[src/shared/uart_pkg.sv]
package uart_pkg;

	localparam int          ADDR_W = 18;
	localparam logic [15:0] IDX_STATUS  = 16'h4100;
	localparam logic [15:0] IDX_TXDATA  = 16'h4101;
	localparam logic [15:0] IDX_RXDATA  = 16'h4102;
	localparam logic [15:0] IDX_FORMAT  = 16'h4103;
	localparam logic [15:0] IDX_CONTROL = 16'h4104;

	// channel_status bit positions
	localparam int ST_DONE    = 7;
	localparam int ST_FRAME   = 6;
	localparam int ST_PARITY  = 5;
	localparam int ST_OVERRUN = 4;
	localparam int ST_SECOND  = 3;
	localparam int ST_BUSY    = 2;
	localparam int ST_READY   = 1;
	localparam int ST_TBE     = 0;

	// character_format and channel_control bit positions
	localparam int FMT_LEN    = 4;
	localparam int FMT_PEN    = 3;
	localparam int FMT_ODD    = 2;
	localparam int FMT_STOP   = 1;
	localparam int CTL_THRESH = 1;
	localparam int CTL_EN     = 0;

	localparam logic [7:0] FORMAT_MASK   = 8'h1E;
	localparam logic [7:0] CONTROL_MASK  = 8'h03;
	localparam logic [7:0] STATUS_RESET  = 8'h01;
	localparam logic [7:0] TXDATA_RESET  = 8'h00;
	localparam logic [7:0] RXDATA_RESET  = 8'h00;
	localparam logic [7:0] FORMAT_RESET  = 8'h00;
	localparam logic [7:0] CONTROL_RESET = 8'h00;

	localparam int CLK_HZ     = 20_000_000;
	localparam int BAUD_BPS   = 115_200;
	localparam int BIT_CYCLES = CLK_HZ / BAUD_BPS;

	typedef enum logic [2:0] {
		SEL_NONE    = 3'b000,
		SEL_STATUS  = 3'b001,
		SEL_TXDATA  = 3'b010,
		SEL_RXDATA  = 3'b011,
		SEL_FORMAT  = 3'b100,
		SEL_CONTROL = 3'b101
	} reg_sel_t;

	typedef enum logic [2:0] {
		LN_IDLE  = 3'b000,
		LN_START = 3'b001,
		LN_DATA  = 3'b010,
		LN_PAR   = 3'b011,
		LN_STOP  = 3'b100
	} line_state_t;

endpackage

[src/hw/uart_tx_shift.sv]
`timescale 1ns/1ps
module uart_tx_shift #(
	parameter int BIT_CYCLES = uart_pkg::BIT_CYCLES
) (
	input  wire logic       pclk,
	input  wire logic       presetn,
	input  wire logic       load,
	input  wire logic [7:0] data,
	input  wire logic       len8,
	input  wire logic       par_en,
	input  wire logic       par_odd,
	input  wire logic       two_stop,
	output logic            serial_out,
	output logic            busy,
	output logic            done
);
	localparam int CW = $clog2(BIT_CYCLES + 1);
	typedef struct packed {
		uart_pkg::line_state_t st;
		logic [CW-1:0]         cnt;
		logic [2:0]            bitn;
		logic [7:0]            shreg;
		logic                  par;
		logic                  stops;
		logic                  serial;
		logic                  busy;
		logic                  done;
	} tx_t;
	tx_t s, next_s;
	logic tick;
	logic [7:0] masked;

	assign tick       = s.cnt == CW'(BIT_CYCLES - 1);
	assign masked     = len8 ? data : {1'b0, data[6:0]};
	assign serial_out = s.serial;
	assign busy       = s.busy;
	assign done       = s.done;

	always_comb begin
		next_s = s;
		next_s.done = 1'b0;
		if (s.st != uart_pkg::LN_IDLE)
			next_s.cnt = tick ? '0 : s.cnt + 1'b1;
		unique case (s.st)
			uart_pkg::LN_IDLE: if (load) begin
				next_s.st     = uart_pkg::LN_START;
				next_s.shreg  = masked;
				next_s.par    = ^masked ^ par_odd;
				next_s.bitn   = '0;
				next_s.cnt    = '0;
				next_s.serial = 1'b0;
				next_s.busy   = 1'b1;
			end
			uart_pkg::LN_START: if (tick) begin
				next_s.st     = uart_pkg::LN_DATA;
				next_s.serial = s.shreg[0];
			end
			uart_pkg::LN_DATA: if (tick) begin
				next_s.shreg = s.shreg >> 1;
				next_s.bitn  = s.bitn + 1'b1;
				next_s.stops = two_stop;
				if (s.bitn == (len8 ? 3'd7 : 3'd6)) begin
					next_s.st     = par_en ? uart_pkg::LN_PAR : uart_pkg::LN_STOP;
					next_s.serial = par_en ? s.par : 1'b1;
				end else begin
					next_s.serial = s.shreg[1];
				end
			end
			uart_pkg::LN_PAR: if (tick) begin
				next_s.st     = uart_pkg::LN_STOP;
				next_s.serial = 1'b1;
			end
			uart_pkg::LN_STOP: if (tick) begin
				if (s.stops) begin
					next_s.stops = 1'b0;
				end else begin
					next_s.st   = uart_pkg::LN_IDLE;
					next_s.busy = 1'b0;
					next_s.done = 1'b1;
				end
			end
			default: next_s.st = uart_pkg::LN_IDLE;
		endcase
	end

	always_ff @(posedge pclk or negedge presetn) begin
		if (!presetn) begin
			s        <= '0;
			s.serial <= 1'b1;
		end else begin
			s <= next_s;
		end
	end
endmodule

[src/hw/uart_rx_shift.sv]
`timescale 1ns/1ps
module uart_rx_shift #(
	parameter int BIT_CYCLES = uart_pkg::BIT_CYCLES
) (
	input  wire logic       pclk,
	input  wire logic       presetn,
	input  wire logic       enable,
	input  wire logic       serial_in,
	input  wire logic       len8,
	input  wire logic       par_en,
	input  wire logic       par_odd,
	output logic            valid,
	output logic [7:0]      data,
	output logic            frame_err,
	output logic            parity_err
);
	localparam int CW = $clog2(BIT_CYCLES + 1);
	typedef struct packed {
		uart_pkg::line_state_t st;
		logic [CW-1:0]         cnt;
		logic [2:0]            bitn;
		logic [7:0]            shreg;
		logic                  pbit;
		logic                  valid;
		logic [7:0]            data;
		logic                  ferr;
		logic                  perr;
	} rx_t;
	rx_t s, next_s;
	logic tick;

	assign tick       = s.cnt == CW'(BIT_CYCLES - 1);
	assign valid      = s.valid;
	assign data       = s.data;
	assign frame_err  = s.ferr;
	assign parity_err = s.perr;

	always_comb begin
		next_s = s;
		next_s.valid = 1'b0;
		next_s.cnt = tick ? '0 : s.cnt + 1'b1;
		unique case (s.st)
			uart_pkg::LN_IDLE: begin
				next_s.cnt = '0;
				if (!serial_in) begin
					next_s.st    = uart_pkg::LN_START;
					next_s.shreg = '0;
					next_s.bitn  = '0;
				end
			end
			// half a bit later the start bit must still be low, else it was a glitch
			uart_pkg::LN_START: if (s.cnt == CW'(BIT_CYCLES / 2)) begin
				next_s.cnt = '0;
				next_s.st  = serial_in ? uart_pkg::LN_IDLE : uart_pkg::LN_DATA;
			end
			uart_pkg::LN_DATA: if (tick) begin
				next_s.shreg[s.bitn] = serial_in;
				next_s.bitn = s.bitn + 1'b1;
				if (s.bitn == (len8 ? 3'd7 : 3'd6))
					next_s.st = par_en ? uart_pkg::LN_PAR : uart_pkg::LN_STOP;
			end
			uart_pkg::LN_PAR: if (tick) begin
				next_s.pbit = serial_in;
				next_s.st   = uart_pkg::LN_STOP;
			end
			uart_pkg::LN_STOP: if (tick) begin
				next_s.st    = uart_pkg::LN_IDLE;
				next_s.valid = 1'b1;
				next_s.data  = s.shreg;
				next_s.ferr  = !serial_in;
				next_s.perr  = par_en && (s.pbit != (^s.shreg ^ par_odd));
			end
			default: next_s.st = uart_pkg::LN_IDLE;
		endcase
		// a disabled receiver delivers nothing, even a frame ending this cycle
		if (!enable) begin
			next_s.st    = uart_pkg::LN_IDLE;
			next_s.valid = 1'b0;
		end
	end

	always_ff @(posedge pclk or negedge presetn) begin
		if (!presetn)
			s <= '0;
		else
			s <= next_s;
	end
endmodule

[src/hw/uart_channel.sv]
// What this block does
// - transmit done flag sets when busy falls
// - writing one clears done and error flags
// - stop bit low sets framing error
// - parity checked on move into buffer
// - full buffer: overrun flag, buffer kept
// - second flag sets, clears on read
// - busy from shift load until done
// - ready flag until buffer fully read
// - buffer-empty resets high, tracks transmit data
// - data write starts transmit, stays readable
// - buffer-to-shifter move raises empty cause
// - 7-bit: ignore tx bit7, rx bit7 zero
// - transmit least significant bit first
// - receive first bit as least significant
// - two-entry receive FIFO, oldest first
// - full cause at one or two characters
// - length bit: 1 eight, 0 seven bits
// - parity enable adds and checks parity
// - parity mode: 1 odd, 0 even
// - stop select 1 gives two stop bits
// - one stop bit default, one start bit
//
// Our own choice: the APB interface to the registers.
`timescale 1ns/1ps
module uart_channel #(
	parameter int BIT_CYCLES = uart_pkg::BIT_CYCLES
) (
	input  wire logic                        pclk,
	input  wire logic                        presetn,
	input  wire logic                        psel,
	input  wire logic                        penable,
	input  wire logic                        pwrite,
	input  wire logic [uart_pkg::ADDR_W-1:0] paddr,
	input  wire logic [31:0]                 pwdata,
	output logic      [31:0]                 prdata,
	output logic                             pready,
	output logic                             pslverr,
	input  wire logic                        serial_in_pin,
	output logic                             serial_out_pin,
	output logic                             tx_empty_cause,
	output logic                             rx_full_cause
);
	typedef struct packed {
		logic            ready;
		logic            slverr;
		logic [7:0]      rdata;
		logic [7:0]      tdata;
		logic [7:0]      fmt;
		logic [7:0]      ctl;
		logic            tbe;
		logic            done;
		logic            ferr;
		logic            perr;
		logic            oerr;
		logic [1:0][7:0] fifo;
		logic            head;
		logic [1:0]      count;
		logic            txcause;
		logic            rxcause;
	} chan_t;
	chan_t s, next_s;

	uart_pkg::reg_sel_t sel;
	logic       setup;
	logic       access;
	logic       pop;
	logic       wr_tx;
	logic       wr_st;
	logic       load_now;
	logic       tx_busy;
	logic       tx_done;
	logic       rx_valid;
	logic [7:0] rx_data;
	logic       rx_ferr;
	logic       rx_perr;
	logic [7:0] status;

	function automatic uart_pkg::reg_sel_t decode(input logic [uart_pkg::ADDR_W-1:0] a);
		unique case (a)
			{uart_pkg::IDX_STATUS, 2'b00}:  decode = uart_pkg::SEL_STATUS;
			{uart_pkg::IDX_TXDATA, 2'b00}:  decode = uart_pkg::SEL_TXDATA;
			{uart_pkg::IDX_RXDATA, 2'b00}:  decode = uart_pkg::SEL_RXDATA;
			{uart_pkg::IDX_FORMAT, 2'b00}:  decode = uart_pkg::SEL_FORMAT;
			{uart_pkg::IDX_CONTROL, 2'b00}: decode = uart_pkg::SEL_CONTROL;
			default:                        decode = uart_pkg::SEL_NONE;
		endcase
	endfunction

	assign sel    = decode(paddr);
	assign setup  = psel && !penable;
	assign access = psel && penable && s.ready;
	assign pop    = access && !pwrite && sel == uart_pkg::SEL_RXDATA;
	assign wr_tx  = access && pwrite && sel == uart_pkg::SEL_TXDATA;
	assign wr_st  = access && pwrite && sel == uart_pkg::SEL_STATUS;

	// busy rises at the same edge as the load, so no second load can slip in
	assign load_now = s.ctl[uart_pkg::CTL_EN] && !s.tbe && !tx_busy;

	always_comb begin
		status = '0;
		status[uart_pkg::ST_DONE]    = s.done;
		status[uart_pkg::ST_FRAME]   = s.ferr;
		status[uart_pkg::ST_PARITY]  = s.perr;
		status[uart_pkg::ST_OVERRUN] = s.oerr;
		status[uart_pkg::ST_SECOND]  = s.count == 2'd2;
		status[uart_pkg::ST_BUSY]    = tx_busy;
		status[uart_pkg::ST_READY]   = s.count != 2'd0;
		status[uart_pkg::ST_TBE]     = s.tbe;
	end

	uart_tx_shift #(
		.BIT_CYCLES(BIT_CYCLES)
	) tx_shift (
		.pclk      (pclk),
		.presetn   (presetn),
		.load      (load_now),
		.data      (s.tdata),
		.len8      (s.fmt[uart_pkg::FMT_LEN]),
		.par_en    (s.fmt[uart_pkg::FMT_PEN]),
		.par_odd   (s.fmt[uart_pkg::FMT_ODD]),
		.two_stop  (s.fmt[uart_pkg::FMT_STOP]),
		.serial_out(serial_out_pin),
		.busy      (tx_busy),
		.done      (tx_done)
	);

	uart_rx_shift #(
		.BIT_CYCLES(BIT_CYCLES)
	) rx_shift (
		.pclk      (pclk),
		.presetn   (presetn),
		.enable    (s.ctl[uart_pkg::CTL_EN]),
		.serial_in (serial_in_pin),
		.len8      (s.fmt[uart_pkg::FMT_LEN]),
		.par_en    (s.fmt[uart_pkg::FMT_PEN]),
		.par_odd   (s.fmt[uart_pkg::FMT_ODD]),
		.valid     (rx_valid),
		.data      (rx_data),
		.frame_err (rx_ferr),
		.parity_err(rx_perr)
	);

	always_comb begin
		next_s = s;
		// pready answers in the first access cycle: zero wait states
		next_s.ready   = setup;
		next_s.slverr  = setup && sel == uart_pkg::SEL_NONE;
		next_s.txcause = load_now;
		next_s.rxcause = 1'b0;
		if (setup) begin
			unique case (sel)
				uart_pkg::SEL_STATUS:  next_s.rdata = status;
				uart_pkg::SEL_TXDATA:  next_s.rdata = s.tdata;
				uart_pkg::SEL_RXDATA:  next_s.rdata = s.fifo[s.head];
				uart_pkg::SEL_FORMAT:  next_s.rdata = s.fmt;
				uart_pkg::SEL_CONTROL: next_s.rdata = s.ctl;
				default:               next_s.rdata = '0;
			endcase
		end

		if (load_now)
			next_s.tbe = 1'b1;
		if (wr_tx) begin
			next_s.tdata = pwdata[7:0];
			next_s.tbe   = 1'b0;
		end
		if (access && pwrite && sel == uart_pkg::SEL_FORMAT)
			next_s.fmt = pwdata[7:0] & uart_pkg::FORMAT_MASK;
		if (access && pwrite && sel == uart_pkg::SEL_CONTROL) begin
			next_s.ctl = pwdata[7:0] & uart_pkg::CONTROL_MASK;
			// disabling drops whatever still waits in the transmit buffer
			if (!pwdata[uart_pkg::CTL_EN])
				next_s.tbe = 1'b1;
		end

		// clears first so that a same-cycle hardware set wins
		if (wr_st) begin
			if (pwdata[uart_pkg::ST_DONE])
				next_s.done = 1'b0;
			if (pwdata[uart_pkg::ST_FRAME])
				next_s.ferr = 1'b0;
			if (pwdata[uart_pkg::ST_PARITY])
				next_s.perr = 1'b0;
			if (pwdata[uart_pkg::ST_OVERRUN])
				next_s.oerr = 1'b0;
		end
		if (tx_done)
			next_s.done = 1'b1;

		if (pop && s.count != 2'd0) begin
			next_s.head  = !s.head;
			next_s.count = s.count - 2'd1;
		end
		if (rx_valid) begin
			if (rx_ferr)
				next_s.ferr = 1'b1;
			if (next_s.count == 2'd2) begin
				// the older characters stay, the new one is dropped
				next_s.oerr = 1'b1;
			end else begin
				next_s.fifo[next_s.head ^ next_s.count[0]] = rx_data;
				next_s.count = next_s.count + 2'd1;
				if (rx_perr)
					next_s.perr = 1'b1;
				next_s.rxcause = next_s.count == (s.ctl[uart_pkg::CTL_THRESH] ? 2'd2 : 2'd1);
			end
		end
	end

	always_ff @(posedge pclk or negedge presetn) begin
		if (!presetn) begin
			s       <= '0;
			s.tdata <= uart_pkg::TXDATA_RESET;
			s.fmt   <= uart_pkg::FORMAT_RESET;
			s.ctl   <= uart_pkg::CONTROL_RESET;
			s.fifo  <= {2{uart_pkg::RXDATA_RESET}};
			s.tbe   <= uart_pkg::STATUS_RESET[uart_pkg::ST_TBE];
		end else begin
			s <= next_s;
		end
	end

	assign prdata         = {24'h000000, s.rdata};
	assign pready         = s.ready;
	assign pslverr        = s.slverr;
	assign tx_empty_cause = s.txcause;
	assign rx_full_cause  = s.rxcause;
endmodule

[config.mk]
export PLATFORM = sky130hd
export DESIGN_NAME = uart_channel
export DESIGN_NICKNAME = d
export VERILOG_FILES = /design/src/shared/uart_pkg.sv /design/src/hw/uart_tx_shift.sv /design/src/hw/uart_rx_shift.sv /design/src/hw/uart_channel.sv
export SDC_FILE = /design/constraint.sdc
export NUM_CORES = 1
export LEC_CHECK = 0
export BUFFER_PORTS_ARGS = -buffer_cell sky130_fd_sc_hd__buf_4
export CAP_MARGIN = 20
export CORE_MARGIN = 8
export CORE_UTILIZATION = 25
export CTS_CLUSTER_DIAMETER = 50
export DETAILED_ROUTE_END_ITERATION = 7
export MAX_ROUTING_LAYER = met4
export PLACE_DENSITY = 0.48
export RECOVER_POWER = 25
export SLEW_MARGIN = 20
export SYNTH_ARGS = -nofsm -noshare
export SYNTH_HDL_FRONTEND = slang
export SYNTH_SLANG_ARGS = --single-unit
[constraint.sdc]
create_clock -name pclk -period 9.1 [get_ports pclk]
set_clock_uncertainty 0.1 [all_clocks]
set_input_delay 1.82 -clock pclk [delete_from_list [all_inputs] [get_ports pclk]]
set_output_delay 1.82 -clock pclk [all_outputs]
set_load 0.02 [all_outputs]
==> impl_metrics.yaml <==
worst_setup_path:
  critPathMaxStageDelay_ns: 0.58
  arrival_ns: 4.68
  path_common_cell: "mux2_2"
  end_kind: "flip-flop"
  worst_path_max_delay_cell: "nor2_1"
  critPathRequiredTime_ns: 9.24
  critical_path.max_fanout: 12
  reg2reg_slack_ns: 5.49
  rr_endpoint: "s[6]$_DFFE_PN0P_"
  cp-start-kind: "input port"
  r2r_cells: 10
  timing.rr.start: "s[2]$_DFF_PN0_"
  crit_type: "in2reg"
  crit_chain: "buf_4, nand2b_4, or3_4, nor4_4, mux2_2, inv_1, ha_1, nand2b_1, nor2_1, mux2_2"
placement:
  dpl_worst_slack_ns: 4.19
  hpwl_mm: 9.97
  portBuffers: 44
  place_congestion: 0.776
die:
  ios: 93
  fp.dieW_um: 170
  dieArea_um2: 28700
  fp-row-count: 56
  die_h_um: 170
  core_area_um2: 23300
  start_util: 0.253
sta:
  setup_tns_ns: 0
  setup_viol: 0
  report.final.slew_viol_count: 51
  rsz0062_at_grt: "false"
  worst_pin_slew_ns: 2.66
  min_period_ns: 4.54
  fmax_mhz: 220
  relSlewSlack: -0.772
  worst_slack_ns: 4.56
  hold_violations: 0
  fin_crit_sh: 0.499
global_route:
  grt_pass1_vias: 4085
  grt_usage: 0.0979
  antenna_found_initial: 0
  grt_pass1_wl_mm: 21.9
  grt_start_max_net_pins: 64
  overflow: 0
route:
  wl_per_cell_um: 14.6
  via_count: 4107
  drc: 0
  via_per_inst: 4.50
  drt_iter0_drc: 291
  drt_pass1_iterations: 4
  drtAntennaViolNets: 0
  wirelength_mm: 13.4
flow_run:
  drv_cap: 2
cells_and_area:
  area_delta_synth_final_pct: 12.7
  layout_common_cells: "109 x dfrtp_1, 46 x o21ai_0, 46 x nand2_1, 46 x mux2_2, 44 x buf_4"
  multiInputGateArea_um2: 2750
  fill_cells: 2412
  regArea_um2: 2780
  diodes: 0
  layout.cells.most_common: "dfrtp_1"
  drive_gt1_frac: 0.207
  finalNetCount: 655
yosys:
  syn-cell-area_um2: 5890
  synthFlopType: "dfrtp_1"
  synth_area_leaders: "dfrtp_1 46%, mux2_2 8.8%, buf_4 4.2%"
  synth.largest_area_cell: "dfrtp_1"
  syn-mean-instance-area_um2: 10.4
  ys_async_sr_fraction: 1.00
  yosys_warnings: 0
  yosys.area.top_type_share: 0.463
  synth_edf_count: 0
  seq_area_frac_synth: 0.472
  synth_seq_cells: 111
  yosysUniqueCellTypes: 55
  netlist_instances: 564
min_path:
  worstHoldPathType: "reg2reg"
  min_delay_path_depth: 1
  hold_end: "s[24]$_DFFE_PN0P_"
  min_from: "tx_shift.done$_DFF_PN0_"
clock_network:
  cts_buffers: 9
  clockBufferDepth: 2
  postCtsSetupBuffers: 0
  cts-root-buf: "clkbuf_16"
  cts_resized: 0
  hold_buffers: 0
  htree_levels: 3
  cts_tree: "built"
  clock_sinks: 111
  clk_pin_slew_ns: 0.07
  clk-insertion-delay-late_ns: 0.35
power_and_ir_drop:
  combPwrFrac: 0.049
  p_leak_nw: 2.97
  power_frac_seq: 0.532
  p_int_uw: 713
  ir_drop_mv: 0.0728
  p_switching_uw: 216
  power_frac_clock: 0.419
  powerDensity_nw_per_um2: 140
  sw_frac_of_total: 0.232
status:
  violations: "max-capacitance violations, max-slew violations"
  status: "complete, but fails checks"
==> cell type report <==
class | instances | area share
timing repair buffer | 45 | 0.0503
sequential | 111 | 0.419
tap | 319 | 0.0601
multi-input combinational | 399 | 0.414
clock buffer | 12 | 0.0386
inverter | 22 | 0.0124
clock inverter | 4 | 0.00546
==> routing by layer <==
metal	part of all wire	GRT usage	up-vias
met5	0	-	-
met3	0.053	0.0172	9
met1	0.48	0.129	2025
met4	0.011	0.0400	0
met2	0.46	0.147	89
li1	-	-	1984
==> worst max-delay path: cells and delay by family <==
family                   cells  cell delay (ns)
buffers and inverters        2             0.23
multiplexers                 2             0.69
adder cells (fa/ha/maj)      1             0.22
AND/OR/NAND/NOR              5             1.72
==> flip-flops by register name, summed over array words and instances, names as in the netlist <==
signal and count:
rx_full_cause 1, tx_shift.done 1, tx_shift.s 24, rx_shift.data 8
rx_shift.parity_err 1, tx_shift.serial_out 1, tx_empty_cause 1, rx_shift.s 23
rx_shift.frame_err 1, rx_shift.valid 1, pslverr 1, prdata 8
tx_shift.busy 1, s 38, pready 1
==> power groups by stage <==
stage / sequential [mW] / clock, mW / combinational (mW)
floorplan: 0.505 / 0 / 0.0275
global placement: 0.504 / 0 / 0.0459
detailed placement: 0.504 / 0 / 0.0463
CTS: 0.495 / 0.404 / 0.0464
global route: 0.495 / 0.422 / 0.0505
finish: 0.495 / 0.389 / 0.0455
==> cells in the mapped netlist (11+ instances only) <==
library cell / number
a21oi_1: 16
buf_4: 33
clkbuf_1: 14
dfrtp_1: 109
ha_1: 11
inv_1: 21
mux2_2: 46
mux2i_1: 13
nand2_1: 46
nand3_1: 14
nor2_1: 37
o21ai_0: 46
xnor2_1: 22
==> kinds of logic after synthesis <==
logic type	share of synthesized area
muxes	0.125
DFF	0.472
adders and majority gates	0.0234
AOI/OAI and AO/OA	0.110
and+or+nand+nor	0.151
xor gates and xnor gates	0.0461
other	0.000636
buffers and inverters	0.0715
==> how the worst max path moves through the flow <==
stage          startpoint                         end  slack, ns  cells past startpoint
6_report         paddr[2]            s[6]$_DFFE_PN0P_       4.56                     10
5_1_grt           presetn  rx_shift.s[12]$_DFFE_PN0P_       4.12                      2
4_1_cts          paddr[2]            s[6]$_DFFE_PN0P_       4.56                     10
3_5_place_dp    paddr[11]            s[6]$_DFFE_PN0P_       4.19                     10
3_3_place_gp    paddr[11]            s[8]$_DFFE_PN0P_       4.22                     10
2_1_floorplan   paddr[11]           s[10]$_DFFE_PN0P_       4.80                      9
==> stage by stage <==
step | hold slack (ns) | cells | power (mW) | util | area, um2
2_1_floorplan | 0.304 | 587 | 0.532 | - | 5980
3_3_place_gp | 0.318 | 896 | 0.550 | 0.273 | 6380
3_5_place_dp | 0.343 | 896 | 0.551 | 0.273 | 6380
4_1_cts | 0.360 | 912 | 0.945 | 0.286 | 6670
5_1_grt | 0.351 | 912 | 0.968 | 0.285 | 6640
6_report | 0.346 | 912 | 0.929 | 0.285 | 6640
Note: power is estimated with default switching activity, not from simulation.
